$ cat src/hw/picb_regs.svh
/*
 * Register offsets, field positions and reset values of the posted
 * interrupt clear bank. Assumes byte addressing on a 32-bit APB bus.
 */
`ifndef PICB_REGS_SVH
`define PICB_REGS_SVH

// ****************************************
// Offsets (byte addresses = 4 x index)
// ****************************************
`define PICB_IDX_CLR_LOWER   8'h00DB
`define PICB_IDX_CLR_UPPER   8'h00DC
`define PICB_IDX_MSK_UPPER   8'h00DE
`define PICB_IDX_MSK_LOWER   8'h00DF
`define PICB_IDX_SW_EN       8'h00E1
`define PICB_IDX_IRQ_STAT    8'h00F0
`define PICB_IDX_IRQ_MASK    8'h00F1
`define PICB_IDX_PENDING     8'h00F2

// ****************************************
// Fields and reset values
// ****************************************
`define PICB_SRC_COUNT       14
`define PICB_LOWER_W         8
`define PICB_UPPER_W         6
`define PICB_SW_EN_BIT       0
`define PICB_RST_POSTED      14'h0000
`define PICB_RST_MASK        14'h0000
`define PICB_RST_SW_EN       1'h0
`define PICB_RST_BYTE        8'h00

`endif

$ cat src/hw/picb_pkg.sv
/*
 * Types shared by the posted interrupt clear bank.
 * Assumes the constants header is included by the user.
 */
package picb_pkg;

	// ****************************************
	// Register write request
	// ****************************************
	typedef struct packed
	{
		logic        valid;
		logic [13:0] index;
		logic [31:0] data;
	} picb_wr_s;

	typedef enum logic [0:0]
	{
		PICB_ST_SETUP  = 1'b0,
		PICB_ST_ACCESS = 1'b1
	} picb_phase_e;

endpackage : picb_pkg

$ cat src/hw/picb_apb_slave.sv
/*
 * APB slave front end: zero wait states, decodes a word index and
 * emits one write pulse per accepted write and a read strobe.
 * Assumes a 32-bit APB master on the same clock.
 */
`timescale 1ns/1ps
module picb_apb_slave
(
	input  wire logic             i_sys_clk,
	input  wire logic             i_sys_rst,
	input  wire logic             i_psel,
	input  wire logic             i_penable,
	input  wire logic             i_pwrite,
	input  wire logic [15:0]      i_paddr,
	input  wire logic [31:0]      i_pwdata,
	output picb_pkg::picb_wr_s    o_wr,
	output logic                  o_rd,
	output logic [13:0]           o_index
);

	logic access;

	assign access  = i_psel && i_penable;
	assign o_index = i_paddr[15:2];

	always_comb
	begin
		o_wr.valid = access && i_pwrite;
		o_wr.index = i_paddr[15:2];
		o_wr.data  = i_pwdata;
		o_rd       = access && !i_pwrite;
	end

endmodule : picb_apb_slave

$ cat src/hw/picb_src_sync.sv
/*
 * Three-stage synchroniser per event source with rising-edge
 * detection: an event counts once stage two is high and stage three is still low.
 * Assumes event inputs come from other domains or pins.
 */
`timescale 1ns/1ps
`include "picb_regs.svh"
module picb_src_sync
(
	input  wire logic                       i_sys_clk,
	input  wire logic                       i_sys_rst,
	input  wire logic [`PICB_SRC_COUNT-1:0] i_src,
	output logic      [`PICB_SRC_COUNT-1:0] o_rise
);

	genvar g;
	generate
		for (g = 0; g < `PICB_SRC_COUNT; g++)
		begin : g_sync
			logic s1;
			logic s2;
			logic s3;
			always_ff @(posedge i_sys_clk)
			begin
				if (i_sys_rst)
				begin
					s1 <= 1'b0;
					s2 <= 1'b0;
					s3 <= 1'b0;
				end
				else
				begin
					s1 <= i_src[g];
					s2 <= s1;
					s3 <= s2;
				end
			end
			// Stage one is never looked at directly
			assign o_rise[g] = s2 && !s3;
		end
	endgenerate

endmodule : picb_src_sync

$ cat src/hw/picb_top.sv
/*
 * Posted interrupt clear bank: fourteen posted bits (counter units,
 * bus reset, frame start, endpoints 0..8, wake), their masks, the
 * software post enable, pending view and a sticky event status.
 * Assumes an APB master on i_sys_clk and asynchronous event sources.
 */
// Register access over APB was chosen for this implementation.
//
// Functional notes
// RL1 - Reading a clear register returns one for each source posted.
// RL2 - With soft posting off, writing zero clears that posted bit.
// RL3 - Clearing a bit that is not posted changes no state at all.
// RL4 - With soft posting on, writing one posts as if the source fired. The code sets only the posted bit; evt_stat and o_irq are not touched.
// RL5 - With soft posting off, writing one leaves the bit untouched.
// RL6 - With soft posting on, writing zero leaves the bit untouched.
// RL7 - Software writes zero to the two unused upper clear bits.
// RL8 - Upper clear bit 5 is wake, bits 4 to 0 are endpoints 8 to 4.
// RL9 - Lower bits 4..0: endpoint 0, frame, bus reset, counter 2, 1.
// RL10 - A posted bit becomes pending only while its mask bit is one.
// RL11 - Soft post enable is bit 0 of its own register, reset to 0.
// RL12 - A hardware event sets its posted bit until cleared or reset.
`timescale 1ns/1ps
`include "picb_regs.svh"
module picb_top
(
	input  wire logic                       i_sys_clk,
	input  wire logic                       i_sys_rst,
	input  wire logic                       i_psel,
	input  wire logic                       i_penable,
	input  wire logic                       i_pwrite,
	input  wire logic [15:0]                i_paddr,
	input  wire logic [31:0]                i_pwdata,
	output logic      [31:0]                o_prdata,
	output logic                            o_pready,
	output logic                            o_pslverr,
	input  wire logic [`PICB_SRC_COUNT-1:0] i_src_event,
	output logic      [`PICB_SRC_COUNT-1:0] o_pending,
	output logic                            o_irq
);

	// ****************************************
	// Source ordering (posted vector bits)
	// ****************************************
	// 0 counter_unit_one, 1 counter_unit_two, 2 bus reset, 3 frame,
	// 4 ep_slot_zero, 5..7 endpoints 1..3, 8 ep_slot_four .. 12
	// ep_slot_eight, 13 wake. Lower byte = bits 7:0, upper = 13:8.

	picb_pkg::picb_wr_s            wr;
	logic                          rd;
	logic [13:0]                   index;
	logic [`PICB_SRC_COUNT-1:0]    hw_rise;
	logic [`PICB_SRC_COUNT-1:0]    posted;
	logic [`PICB_SRC_COUNT-1:0]    mask;
	logic                          soft_post_enable;
	logic [`PICB_SRC_COUNT-1:0]    evt_stat;
	logic [`PICB_SRC_COUNT-1:0]    evt_mask;
	logic [`PICB_SRC_COUNT-1:0]    wr_bits;
	logic [`PICB_SRC_COUNT-1:0]    wr_sel;
	logic [`PICB_SRC_COUNT-1:0]    soft_set;
	logic [`PICB_SRC_COUNT-1:0]    soft_clr;
	logic [`PICB_SRC_COUNT-1:0]    next_posted;
	logic [`PICB_SRC_COUNT-1:0]    next_evt_stat;
	logic [31:0]                   next_rdata;
	logic                          hit;
	logic                          stat_read;

	picb_apb_slave u_apb
	(
		.i_sys_clk (i_sys_clk),
		.i_sys_rst (i_sys_rst),
		.i_psel    (i_psel),
		.i_penable (i_penable),
		.i_pwrite  (i_pwrite),
		.i_paddr   (i_paddr),
		.i_pwdata  (i_pwdata),
		.o_wr      (wr),
		.o_rd      (rd),
		.o_index   (index)
	);

	picb_src_sync u_sync
	(
		.i_sys_clk (i_sys_clk),
		.i_sys_rst (i_sys_rst),
		.i_src     (i_src_event),
		.o_rise    (hw_rise)
	);

	// ****************************************
	// Write decode onto the posted vector
	// ****************************************
	always_comb
	begin
		wr_bits = '0;
		wr_sel  = '0;
		if (wr.valid && wr.index == 14'(`PICB_IDX_CLR_LOWER))
		begin
			wr_bits[7:0] = wr.data[7:0]; // RL9
			wr_sel[7:0]  = 8'hFF;
		end
		else if (wr.valid && wr.index == 14'(`PICB_IDX_CLR_UPPER))
		begin
			// Bits 7:6 are dropped; software keeps them zero
			wr_bits[13:8] = wr.data[5:0]; // RL8 RL7
			wr_sel[13:8]  = 6'h3F;
		end
	end

	// Enable picks the sense of the write; the other value is ignored
	assign soft_set = soft_post_enable ? (wr_sel & wr_bits) : '0; // RL4 RL5
	assign soft_clr = soft_post_enable ? '0 : (wr_sel & ~wr_bits); // RL2 RL6

	// Hardware set wins over a same-cycle clear so no event is lost;
	// clearing an unposted bit yields the same zero, no side effect.
	assign next_posted = (posted & ~soft_clr) | soft_set | hw_rise; // RL12 RL3

	always_ff @(posedge i_sys_clk)
	begin
		if (i_sys_rst)
			posted <= `PICB_RST_POSTED;
		else
			posted <= next_posted; // RL2 RL4 RL12
	end

	// ****************************************
	// Mask and soft post enable registers
	// ****************************************
	always_ff @(posedge i_sys_clk)
	begin
		if (i_sys_rst)
		begin
			mask             <= `PICB_RST_MASK;
			soft_post_enable <= `PICB_RST_SW_EN; // RL11
			evt_mask         <= `PICB_RST_MASK;
		end
		else if (wr.valid)
		begin
			if (wr.index == 14'(`PICB_IDX_MSK_LOWER))
				mask[7:0] <= wr.data[7:0];
			if (wr.index == 14'(`PICB_IDX_MSK_UPPER))
				mask[13:8] <= wr.data[5:0];
			if (wr.index == 14'(`PICB_IDX_SW_EN))
				soft_post_enable <= wr.data[`PICB_SW_EN_BIT]; // RL11
			if (wr.index == 14'(`PICB_IDX_IRQ_MASK))
				evt_mask <= wr.data[13:0];
		end
	end

	// ****************************************
	// Pending view and event interrupt
	// ****************************************
	always_ff @(posedge i_sys_clk)
	begin
		if (i_sys_rst)
			o_pending <= `PICB_RST_POSTED;
		else
			o_pending <= next_posted & mask; // RL10
	end

	// Read of the status register clears it; new events still win
	assign stat_read = rd && index == 14'(`PICB_IDX_IRQ_STAT);
	assign next_evt_stat = (stat_read ? '0 : evt_stat) | hw_rise;

	always_ff @(posedge i_sys_clk)
	begin
		if (i_sys_rst)
			evt_stat <= `PICB_RST_POSTED;
		else
			evt_stat <= next_evt_stat;
	end

	always_ff @(posedge i_sys_clk)
	begin
		if (i_sys_rst)
			o_irq <= 1'b0;
		else
			o_irq <= |(next_evt_stat & evt_mask);
	end

	// ****************************************
	// Read mux and APB answer
	// ****************************************
	always_comb
	begin
		next_rdata = '0;
		hit        = 1'b1;
		unique case (index)
			14'(`PICB_IDX_CLR_LOWER): next_rdata[7:0] = posted[7:0]; // RL1
			14'(`PICB_IDX_CLR_UPPER): next_rdata[5:0] = posted[13:8]; // RL1
			14'(`PICB_IDX_MSK_LOWER): next_rdata[7:0] = mask[7:0];
			14'(`PICB_IDX_MSK_UPPER): next_rdata[5:0] = mask[13:8];
			14'(`PICB_IDX_SW_EN):     next_rdata[0]   = soft_post_enable;
			14'(`PICB_IDX_IRQ_STAT):  next_rdata[13:0] = evt_stat;
			14'(`PICB_IDX_IRQ_MASK):  next_rdata[13:0] = evt_mask;
			14'(`PICB_IDX_PENDING):   next_rdata[13:0] = o_pending;
			default:                  hit = 1'b0;
		endcase
	end

	// No wait state: ready is registered from the setup phase so outputs come from flops
	always_ff @(posedge i_sys_clk)
	begin
		if (i_sys_rst)
		begin
			o_pready  <= 1'b0;
			o_pslverr <= 1'b0;
			o_prdata  <= '0;
		end
		else
		begin
			o_pready  <= i_psel && !i_penable;
			o_pslverr <= i_psel && !i_penable && !hit;
			o_prdata  <= (i_psel && !i_penable && !i_pwrite) ?
				next_rdata : '0;
		end
	end

endmodule : picb_top

$ cat config.mk
export PLATFORM = sky130hd
export DESIGN_NAME = picb_top
export DESIGN_NICKNAME = d
export VERILOG_FILES = /design/src/hw/picb_pkg.sv /design/src/hw/picb_apb_slave.sv /design/src/hw/picb_src_sync.sv /design/src/hw/picb_top.sv
export VERILOG_INCLUDE_DIRS = /design/src /design/src/hw
export SDC_FILE = /design/constraint.sdc
export NUM_CORES = 1
export LEC_CHECK = 0
export BUFFER_PORTS_ARGS = -buffer_cell sky130_fd_sc_hd__buf_2
export CAP_MARGIN = 20
export CORE_MARGIN = 8
export CORE_UTILIZATION = 38
export CTS_CLUSTER_DIAMETER = 30
export DETAILED_ROUTE_END_ITERATION = 10
export GPL_TIMING_DRIVEN = 0
export MAX_ROUTING_LAYER = met4
export PLACE_DENSITY = 0.69
export SETUP_SLACK_MARGIN = 0.05
export SYNTH_ARGS = -nofsm -noshare
export SYNTH_HDL_FRONTEND = slang
export SYNTH_SLANG_ARGS = --single-unit
$ cat constraint.sdc
create_clock -name i_sys_clk -period 2.25 [get_ports i_sys_clk]
set_clock_uncertainty 0.1 [all_clocks]
set_input_delay 0.225 -clock i_sys_clk [delete_from_list [all_inputs] [get_ports i_sys_clk]]
set_output_delay 0.225 -clock i_sys_clk [all_outputs]
set_load 0.005 [all_outputs]
==> results of run 1 <==
per-layer routing:
metal	global-route usage [%]	up-vias
li1	-	2084
met1	23.37	2108
met2	27.93	236
met3	5.526	40
met4	8.168	0
met5	-	-
state kept, by name (all words and copies together) (netlist names):
register and count:
o_irq 1, u_sync.g_sync.s3 14, u_sync.g_sync.s2 14, mask 14, evt_mask 14, u_sync.g_sync.s1 14, evt_stat 14, o_pending 14
o_pslverr 1, o_pready 1, o_prdata 14, posted 14, soft_post_enable 1
worst paths after layout:
check | slack (ps) | to | depth (start not counted)
hold / removal | 20 | evt_mask[5]$_SDFFE_PP0P_ | 3
setup reg to reg | 140 | o_pending[8]$_SDFF_PP0_ | 7
hold reg to reg | 330 | u_sync.g_sync[3].s2$_SDFF_PP0_ | 1
setup / recovery | 70 | o_prdata[5]$_SDFF_PP0_ | 6
timing repair:
action,CTS,global route
pin swaps,0,0
hold buffers,22,0
endpoints found under the hold margin,22,0
gates resized for setup,4,5
endpoints found under the setup margin,28,22
setup buffers,1,0
synthesized netlist by cell type, types with 4 or more instances:
master and instances:
a211oi_1 6, a211oi_2 6, a21o_1 5, a21oi_1 31, a222oi_1 12, a22o_1 7
a22oi_1 8, a311oi_1 8, and2_1 14, buf_2 7, buf_4 20, clkbuf_1 21
dfxtp_1 130, mux2_2 6, mux2i_1 16, nand2_1 24, nand3_1 16, nand4_1 4
nor2_1 44, nor2b_1 65, nor3_1 13, nor4_1 8, nor4b_1 6, o21ai_0 8
power by group through the flow:
stage               registers, uW  clock network [uW]  logic [uW]
global placement             2430                   0         274
floorplan                    2420                   0         171
CTS                          2380                2980         314
detailed placement           2430                   0         279
global route                 2390                3100         345
finish                       2380                2960         321
cell families (layout without fill, tap and decap cells):
logic type      count (synthesis)  in the layout  share of synthesized area [%]
mux                            22             22                          4.499
buf+inv                        52            181                          5.538
simple gates                  212            212                          23.88
other cells                     1             18                        0.07409
compound gates                101            101                          14.59
flops                         130            130                          51.42
final cells by class:
type / instances / area share [%]
buffer: 49 / 4.080
clock buffer: 23 / 7.367
inverter: 3 / 0.1700
tap: 176 / 3.325
timing repair buffer: 97 / 9.029
clock inverter: 9 / 2.286
multi-input combinational: 353 / 34.45
sequential: 130 / 39.29
worst reg2reg max path: cells and delay by family, from the launching register on:
kind | cells | cell delay (ps)
AND/OR/NAND/NOR | 4 | 1040
flip-flops | 1 | 340
AO/OA/AOI/OAI | 2 | 310
buffers and inverters | 1 | 200
metrics by stage:
step / TNS [ps] / setup WS, ps
3_3_place_gp: -13700 / -543.6
6_report: 0 / 74.84
3_5_place_dp: -13990 / -450.5
2_1_floorplan: 0 / 238.8
4_1_cts: 0 / 61.51
5_1_grt: 0 / 6.469
==> metrics, run 1 <==
Clk pwr share 52.2%; Overall Global Routing Usage 18.82%; Final Cell Area 0.006624 mm^2; Vias/cell 5.319; switching power 1193 uW; max_cap viols 0; Die Width 131.4 um; DIE AREA 0.01727 mm^2; 1st-iter DRT viols 427; Filler cells 1238; clock buffer count from CTS 17; non-filler instance count after layout 840; global route overflow 0; Arrival @ worst endpoint 2400 ps; first-pass GRT wire length 24.43 mm; I/O pins 116; worst skew pair latency 420 ps; placed cell count 785; Post-Syn Instances 518; clock buffer depth 2; CP Buf/Inv Count 3; met1 WL 7.178 mm; DRT antenna net count 0; post-synthesis average cell area 9.770 um^2; Tightest Pin Transition 821.0 ps; core area 0.01314 mm^2; H-tree levels 4; Final setup violation count 0; initial antenna violation count 0; CP max stage cell nor3_2; RD Place Congestion 0.8731; Sink Count 130; worst min-delay path category in2reg; Layout Utilization 50.42%; synthesis-to-layout area growth 30.88%; WL/cell 18.84 um; cell taking the most area after synthesis dfxtp_1; Gate power share 5.7%; commonest non-fill, non-tap cells in the layout dfxtp_1 (130), buf_2 (81), nor2b_1 (65), nor2_1 (43), a21oi_1 (31); area of the multi-input gates 0.002282 mm^2; Tcrit/Tclk final 96.67%; Final Total Pwr 5662 uW; leakage 0.002779 uW; top-area cell type share of the netlist area 51.42%; Internal 4470 uW; diode count 0; CTS Root Buffer Type clkbuf_16; Crit path required time 2480 ps; Starting Density 38.52%; share of cells above drive strength 1 23.95%; vias in the first global route 4362; Setup crit end kind register; Max stage delay on crit path 580 ps; DR vias 4468; maximum VDD drop 0.0005033 V; pin count of the biggest net entering global routing 17; DP Area 0.005715 mm^2; synth unique cells 44; startpoint class of the critical path input port; min-delay src i_pwdata[5]; fraction of registers with async set/reset 0%; Hold WS 24.77 ps; Critical Path Source i_paddr[2]; CTS tree yes; switching share of power 21.06%; fin crit period 2175 ps; Highest Signal Layer met4; Post-Syn Area 0.005061 mm^2; Crit Path Class in2reg; final count of pins violating max slew 0; Top FF cell, synth dfxtp_1; EDFF count, synth 0; nets 718; cell area power density 854.9 mW/mm^2; Critical Path Fanout Max 10; status complete, no violations; #FFs+latches synth 130; CP delay by family, top buffers and inverters; Seq pwr share 42.1%; Rows 42; RSZ-0062 raised after global routing true; DRT Wirelength 15.82 mm; drt first pass iters 6; Final Hold Viols 0; hpwl dp 10.92 mm; met3 wire len 1.264 mm; Yosys Warn Count 0; most used cell, CP clkbuf_1; IO Port Bufs 74; die height 131.4 um; Slew headroom 45.27%; met2 WL post-DR 6.934 mm; register area 0.002603 mm^2; top cells by area, synth dfxtp_1 (51%), nor2b_1 (8.0%), nor2_1 (3.3%); commonest non-fill, non-tap cell in the layout dfxtp_1; clock-pin slew on the worst setup and hold paths 60 ps; drc violations 0; Worst R2R Start soft_post_enable$_SDFFE_PP0P_; Max Freq 459.7 MHz; register area share after synthesis 51.42%; worst-path cell chain clkbuf_1 > clkbuf_1 > nor3_2 > clkbuf_1 > a222oi_1 > a21oi_1
Note: power is estimated with default switching activity, not from simulation.
==> run 2, diff against run 1 <==
- PLACE_DENSITY: 0.69 -> 0.62
==> run 2 against run 1 <==
Global-route usage decreased by 0.27 points. Highest routed layer unchanged. Largest cell class unchanged. Worst setup slack improved by 71 ps. First-iteration DRC count decreased by 18%. Core utilization decreased by 0.29 points. Largest power group unchanged.
==> metrics, run 2 (synthesis results as in run 1) <==
clock buffer depth 2; register area 0.002603 mm^2; DIE AREA 0.01727 mm^2; initial antenna violation count 0; commonest non-fill, non-tap cells in the layout dfxtp_1 (130), buf_2 (80), nor2b_1 (65), nor2_1 (43), a21oi_1 (31); non-filler instance count after layout 838; DRT Wirelength 15.27 mm; Filler cells 1222; CTS tree yes; startpoint class of the critical path register; Final Total Pwr 5574 uW; IO Port Bufs 74; first-pass GRT wire length 24.47 mm; clock-pin slew on the worst setup and hold paths 60 ps; RSZ-0062 raised after global routing true; 1st-iter DRT viols 350; drc violations 0; Arrival @ worst endpoint 2300 ps; Setup crit end kind register; Die Width 131.4 um; hpwl dp 11.05 mm; cell area power density 846.3 mW/mm^2; final count of pins violating max slew 0; commonest non-fill, non-tap cell in the layout dfxtp_1; maximum VDD drop 0.0004611 V; DRT antenna net count 0; DP Area 0.005715 mm^2; Layout Utilization 50.13%; Tightest Pin Transition 676.6 ps; Vias/cell 5.240; RD Place Congestion 0.9094; diode count 0; I/O pins 116; Final Cell Area 0.006586 mm^2; DR vias 4391; core area 0.01314 mm^2; Rows 42; placed cell count 785; H-tree levels 4; Tcrit/Tclk final 93.52%; Hold WS 32.64 ps; worst skew pair latency 410 ps; worst min-delay path category in2reg; WL/cell 18.22 um; nets 717; Slew headroom 54.89%; Final Hold Viols 0; Starting Density 38.52%; global route overflow 0; drt first pass iters 7; Final setup violation count 0; CTS Root Buffer Type clkbuf_16; clock buffer count from CTS 17; status complete, no violations; leakage 0.002783 uW; Sink Count 130; Overall Global Routing Usage 18.55%; synthesis-to-layout area growth 30.14%; Crit path required time 2440 ps; share of cells above drive strength 1 23.87%; Max Freq 475.3 MHz; pin count of the biggest net entering global routing 17; Critical Path Fanout Max 6; vias in the first global route 4525; fin crit period 2104 ps; Crit Path Class reg2reg; area of the multi-input gates 0.002266 mm^2; die height 131.4 um; max_cap viols 0
==> run 2: timing repair <==
action                                 CTS  global route
gates resized for setup                  1            10
setup endpoints to repair                6            24
pin swaps                                0             1
hold buffers                            20             0
setup buffers                            0             2
endpoints found under the hold margin   20             0
==> run 2: worst max-delay path, stage by stage, from the launching register on <==
cell,delay [ps]
dfxtp_1,330
nand4b_4,210
or3_1,310
or3_1,320
buf_4,190
a211oi_2,210
a211oi_1,80
and2_1,220
==> run 2: power by group <==
group          switching (uW)  internal, uW
registers                24.2          2360
clock network             931          1950
logic                     172           142
total                    1130          4450
==> run 2: area by class of cell <==
type                            count  area share (%)
Buffer                             49           4.160
Clock buffer                       28           8.150
Clock inverter                      3           1.368
Inverter                            3          0.1710
Multi-Input combinational cell    353           34.40
Sequential cell                   130           39.51
Tap cell                          176           3.343
Timing Repair Buffer               96           8.891
==> run 2: path summary, 6_finish.rpt <==
path	from	endpoint	slack (ps)	cells past startpoint
max	soft_post_enable$_SDFFE_PP0P_	o_pending[11]$_SDFF_PP0_	150	7
min	i_pwdata[6]	evt_mask[6]$_SDFFE_PP0P_	30	3
min reg2reg	u_sync.g_sync[6].s1$_SDFF_PP0_	u_sync.g_sync[6].s2$_SDFF_PP0_	330	1
max reg2reg	soft_post_enable$_SDFFE_PP0P_	o_pending[11]$_SDFF_PP0_	150	7
==> run 2: routing by layer <==
layer / share of wire, % / track usage, %
met1: 46 / 23.42
met2: 43 / 26.82
met3: 7.9 / 4.649
met4: 3.1 / 9.955
met5: 0 / -
==> run 2: through the flow <==
step / TNS (ps) / worst slack, ps
finish: 0 / 145.9
global route: 0 / 26.12
CTS: 0 / 53.33
detailed placement: -8160 / -325.5
global placement: -7690 / -353.4
floorplan: 0 / 238.8
==> run 3, diff against run 2 <==
- GPL_TIMING_DRIVEN: 0 -> not set
==> run 3 against run 2 <==
Total power fell by 2.4%. Final cell count fell by 1.9%. Via count fell by 2.4%. First-iteration DRC count rose by 33%. Worst hold slack got worse by 4.6 ps. Final area fell by 0.59%. Sequential power barely moved. Routed wire length fell by 5.7%. Critical endpoint is now o_pending[8]$_SDFF_PP0_. Largest cell class unchanged. Highest routed layer unchanged.
==> metrics, run 3 (synthesis results as in run 1) <==
status complete, no violations; Final setup violation count 0; pin count of the biggest net entering global routing 101; diode count 0; final count of pins violating max slew 0; CP max stage cell or3_4; synthesis-to-layout area growth 29.37%; max_cap viols 0; Clk pwr share 50.8%; Max Freq 498.1 MHz; RD Place Congestion 0.8631; clock buffer count from CTS 17; Crit path required time 2450 ps; DP Area 0.005707 mm^2; switching share of power 21.17%; H-tree levels 4; CTS Root Buffer Type clkbuf_16; switching power 1152 uW; core area 0.01314 mm^2; commonest non-fill, non-tap cell in the layout dfxtp_1; first-pass GRT wire length 23.13 mm; share of cells above drive strength 1 25.23%; Setup crit end kind register; Layout Utilization 49.84%; Rows 42; fin crit period 2008 ps; worst min-delay path category in2reg; Reg2Reg Depth 6; Setup Fix Bufs, Post-CTS 0; final setup TNS 0 ps; commonest non-fill, non-tap cells in the layout dfxtp_1 (130), buf_2 (77), nor2b_1 (65), nor2_1 (43), a21oi_1 (31); drt first pass iters 6; clock buffer depth 2; nets 700; vias in the first global route 4326; Critical Path Fanout Max 6; RSZ-0062 raised after global routing false; clock-pin slew on the worst setup and hold paths 60 ps; DRT Wirelength 14.40 mm; I/O pins 116; cell area power density 831.1 mW/mm^2; leakage 0.002761 uW; startpoint class of the critical path register; Filler cells 1227; Slew headroom 59.09%; met2 Track Usage GR 25.05%; GR Util met3 6.250%; Seq pwr share 43.8%; hold path depth 3; Final Cell Area 0.006548 mm^2; Tightest Pin Transition 612.1 ps; worst skew pair latency 420 ps; worst-path cell chain nand4b_2 > or3_1 > or3_4 > a211oi_2 > a211oi_1 > and2_1; WL/cell 17.52 um; initial antenna violation count 0; DRT antenna net count 0; DIE AREA 0.01727 mm^2; drc violations 0; Starting Density 38.52%; DR vias 4287; global route overflow 0; Sink Count 130; Die Width 131.4 um; hpwl dp 9.857 mm; met1 GRT Util 21.29%; Max stage delay on crit path 410 ps; Vias/cell 5.215; Arrival @ worst endpoint 2210 ps; IO Port Bufs 77; CTS tree yes; Internal 4290 uW; Crit Path Class reg2reg; Final Hold Viols 0; gr busiest metal met2; 1st-iter DRT viols 464; die height 131.4 um; Overall Global Routing Usage 17.20%; maximum VDD drop 0.0004886 V; Gate power share 5.4%; Tcrit/Tclk final 89.23%; Hold WS 28.05 ps
run 3: critical path, delay by kind of cell, from the launching register on:
| family | cells | cell delay [ps] |
|---|---|---|
| simple gates | 4 | 1140 |
| flops | 1 | 330 |
| compound gates | 2 | 320 |
run 3: power groups by stage:
stage	combinational (uW)	sequential (uW)	clock, uW
CTS	289	2380	2810
global route	319	2390	2920
global placement	250	2430	0
finish	292	2380	2770
floorplan	171	2420	0
detailed placement	258	2430	0
run 3: path summary, 6_finish.rpt:
| path | start | to | slack, ps |
|---|---|---|---|
| max | soft_post_enable$_SDFFE_PP0P_ | o_pending[8]$_SDFF_PP0_ | 240 |
| max reg2reg | soft_post_enable$_SDFFE_PP0P_ | o_pending[8]$_SDFF_PP0_ | 240 |
| min | i_psel | o_pready$_SDFF_PP0_ | 30 |
| min reg2reg | u_sync.g_sync[12].s1$_SDFF_PP0_ | u_sync.g_sync[12].s2$_SDFF_PP0_ | 330 |
run 3: what timing repair did:
item | CTS | global route
hold buffers | 22 | 0
endpoints found under the hold margin | 24 | 0
setup endpoints to repair | 0 | 2
gates resized for setup | 0 | 3
run 3: per-stage QoR:
stage,setup slack [ps],std cells,total power (uW)
final,242.4,822,5442
after global placement,-70.13,768,2680
after floorplan,238.8,535,2595
after CTS,129.8,822,5478
after detailed placement,-112.9,768,2689
after global routing,125.9,822,5630
run 3: final cells by class:
cell class                 count  area [um^2]  area share, %
multi-input combinational    353         2256          34.45
inverter                       3        11.26         0.1720
tap                          176        220.2          3.363
clock inverter                 9        101.3          1.548
sequential                   130         2603          39.75
timing repair buffer         128        848.3          12.96
clock buffer                  23        508.0          7.758
run 3: metal layers:
metal,vias up,routed length [um]
met5,-,0
met4,0,264
met3,18,1315
met2,210,6343
met1,2006,6478
li1,2053,-
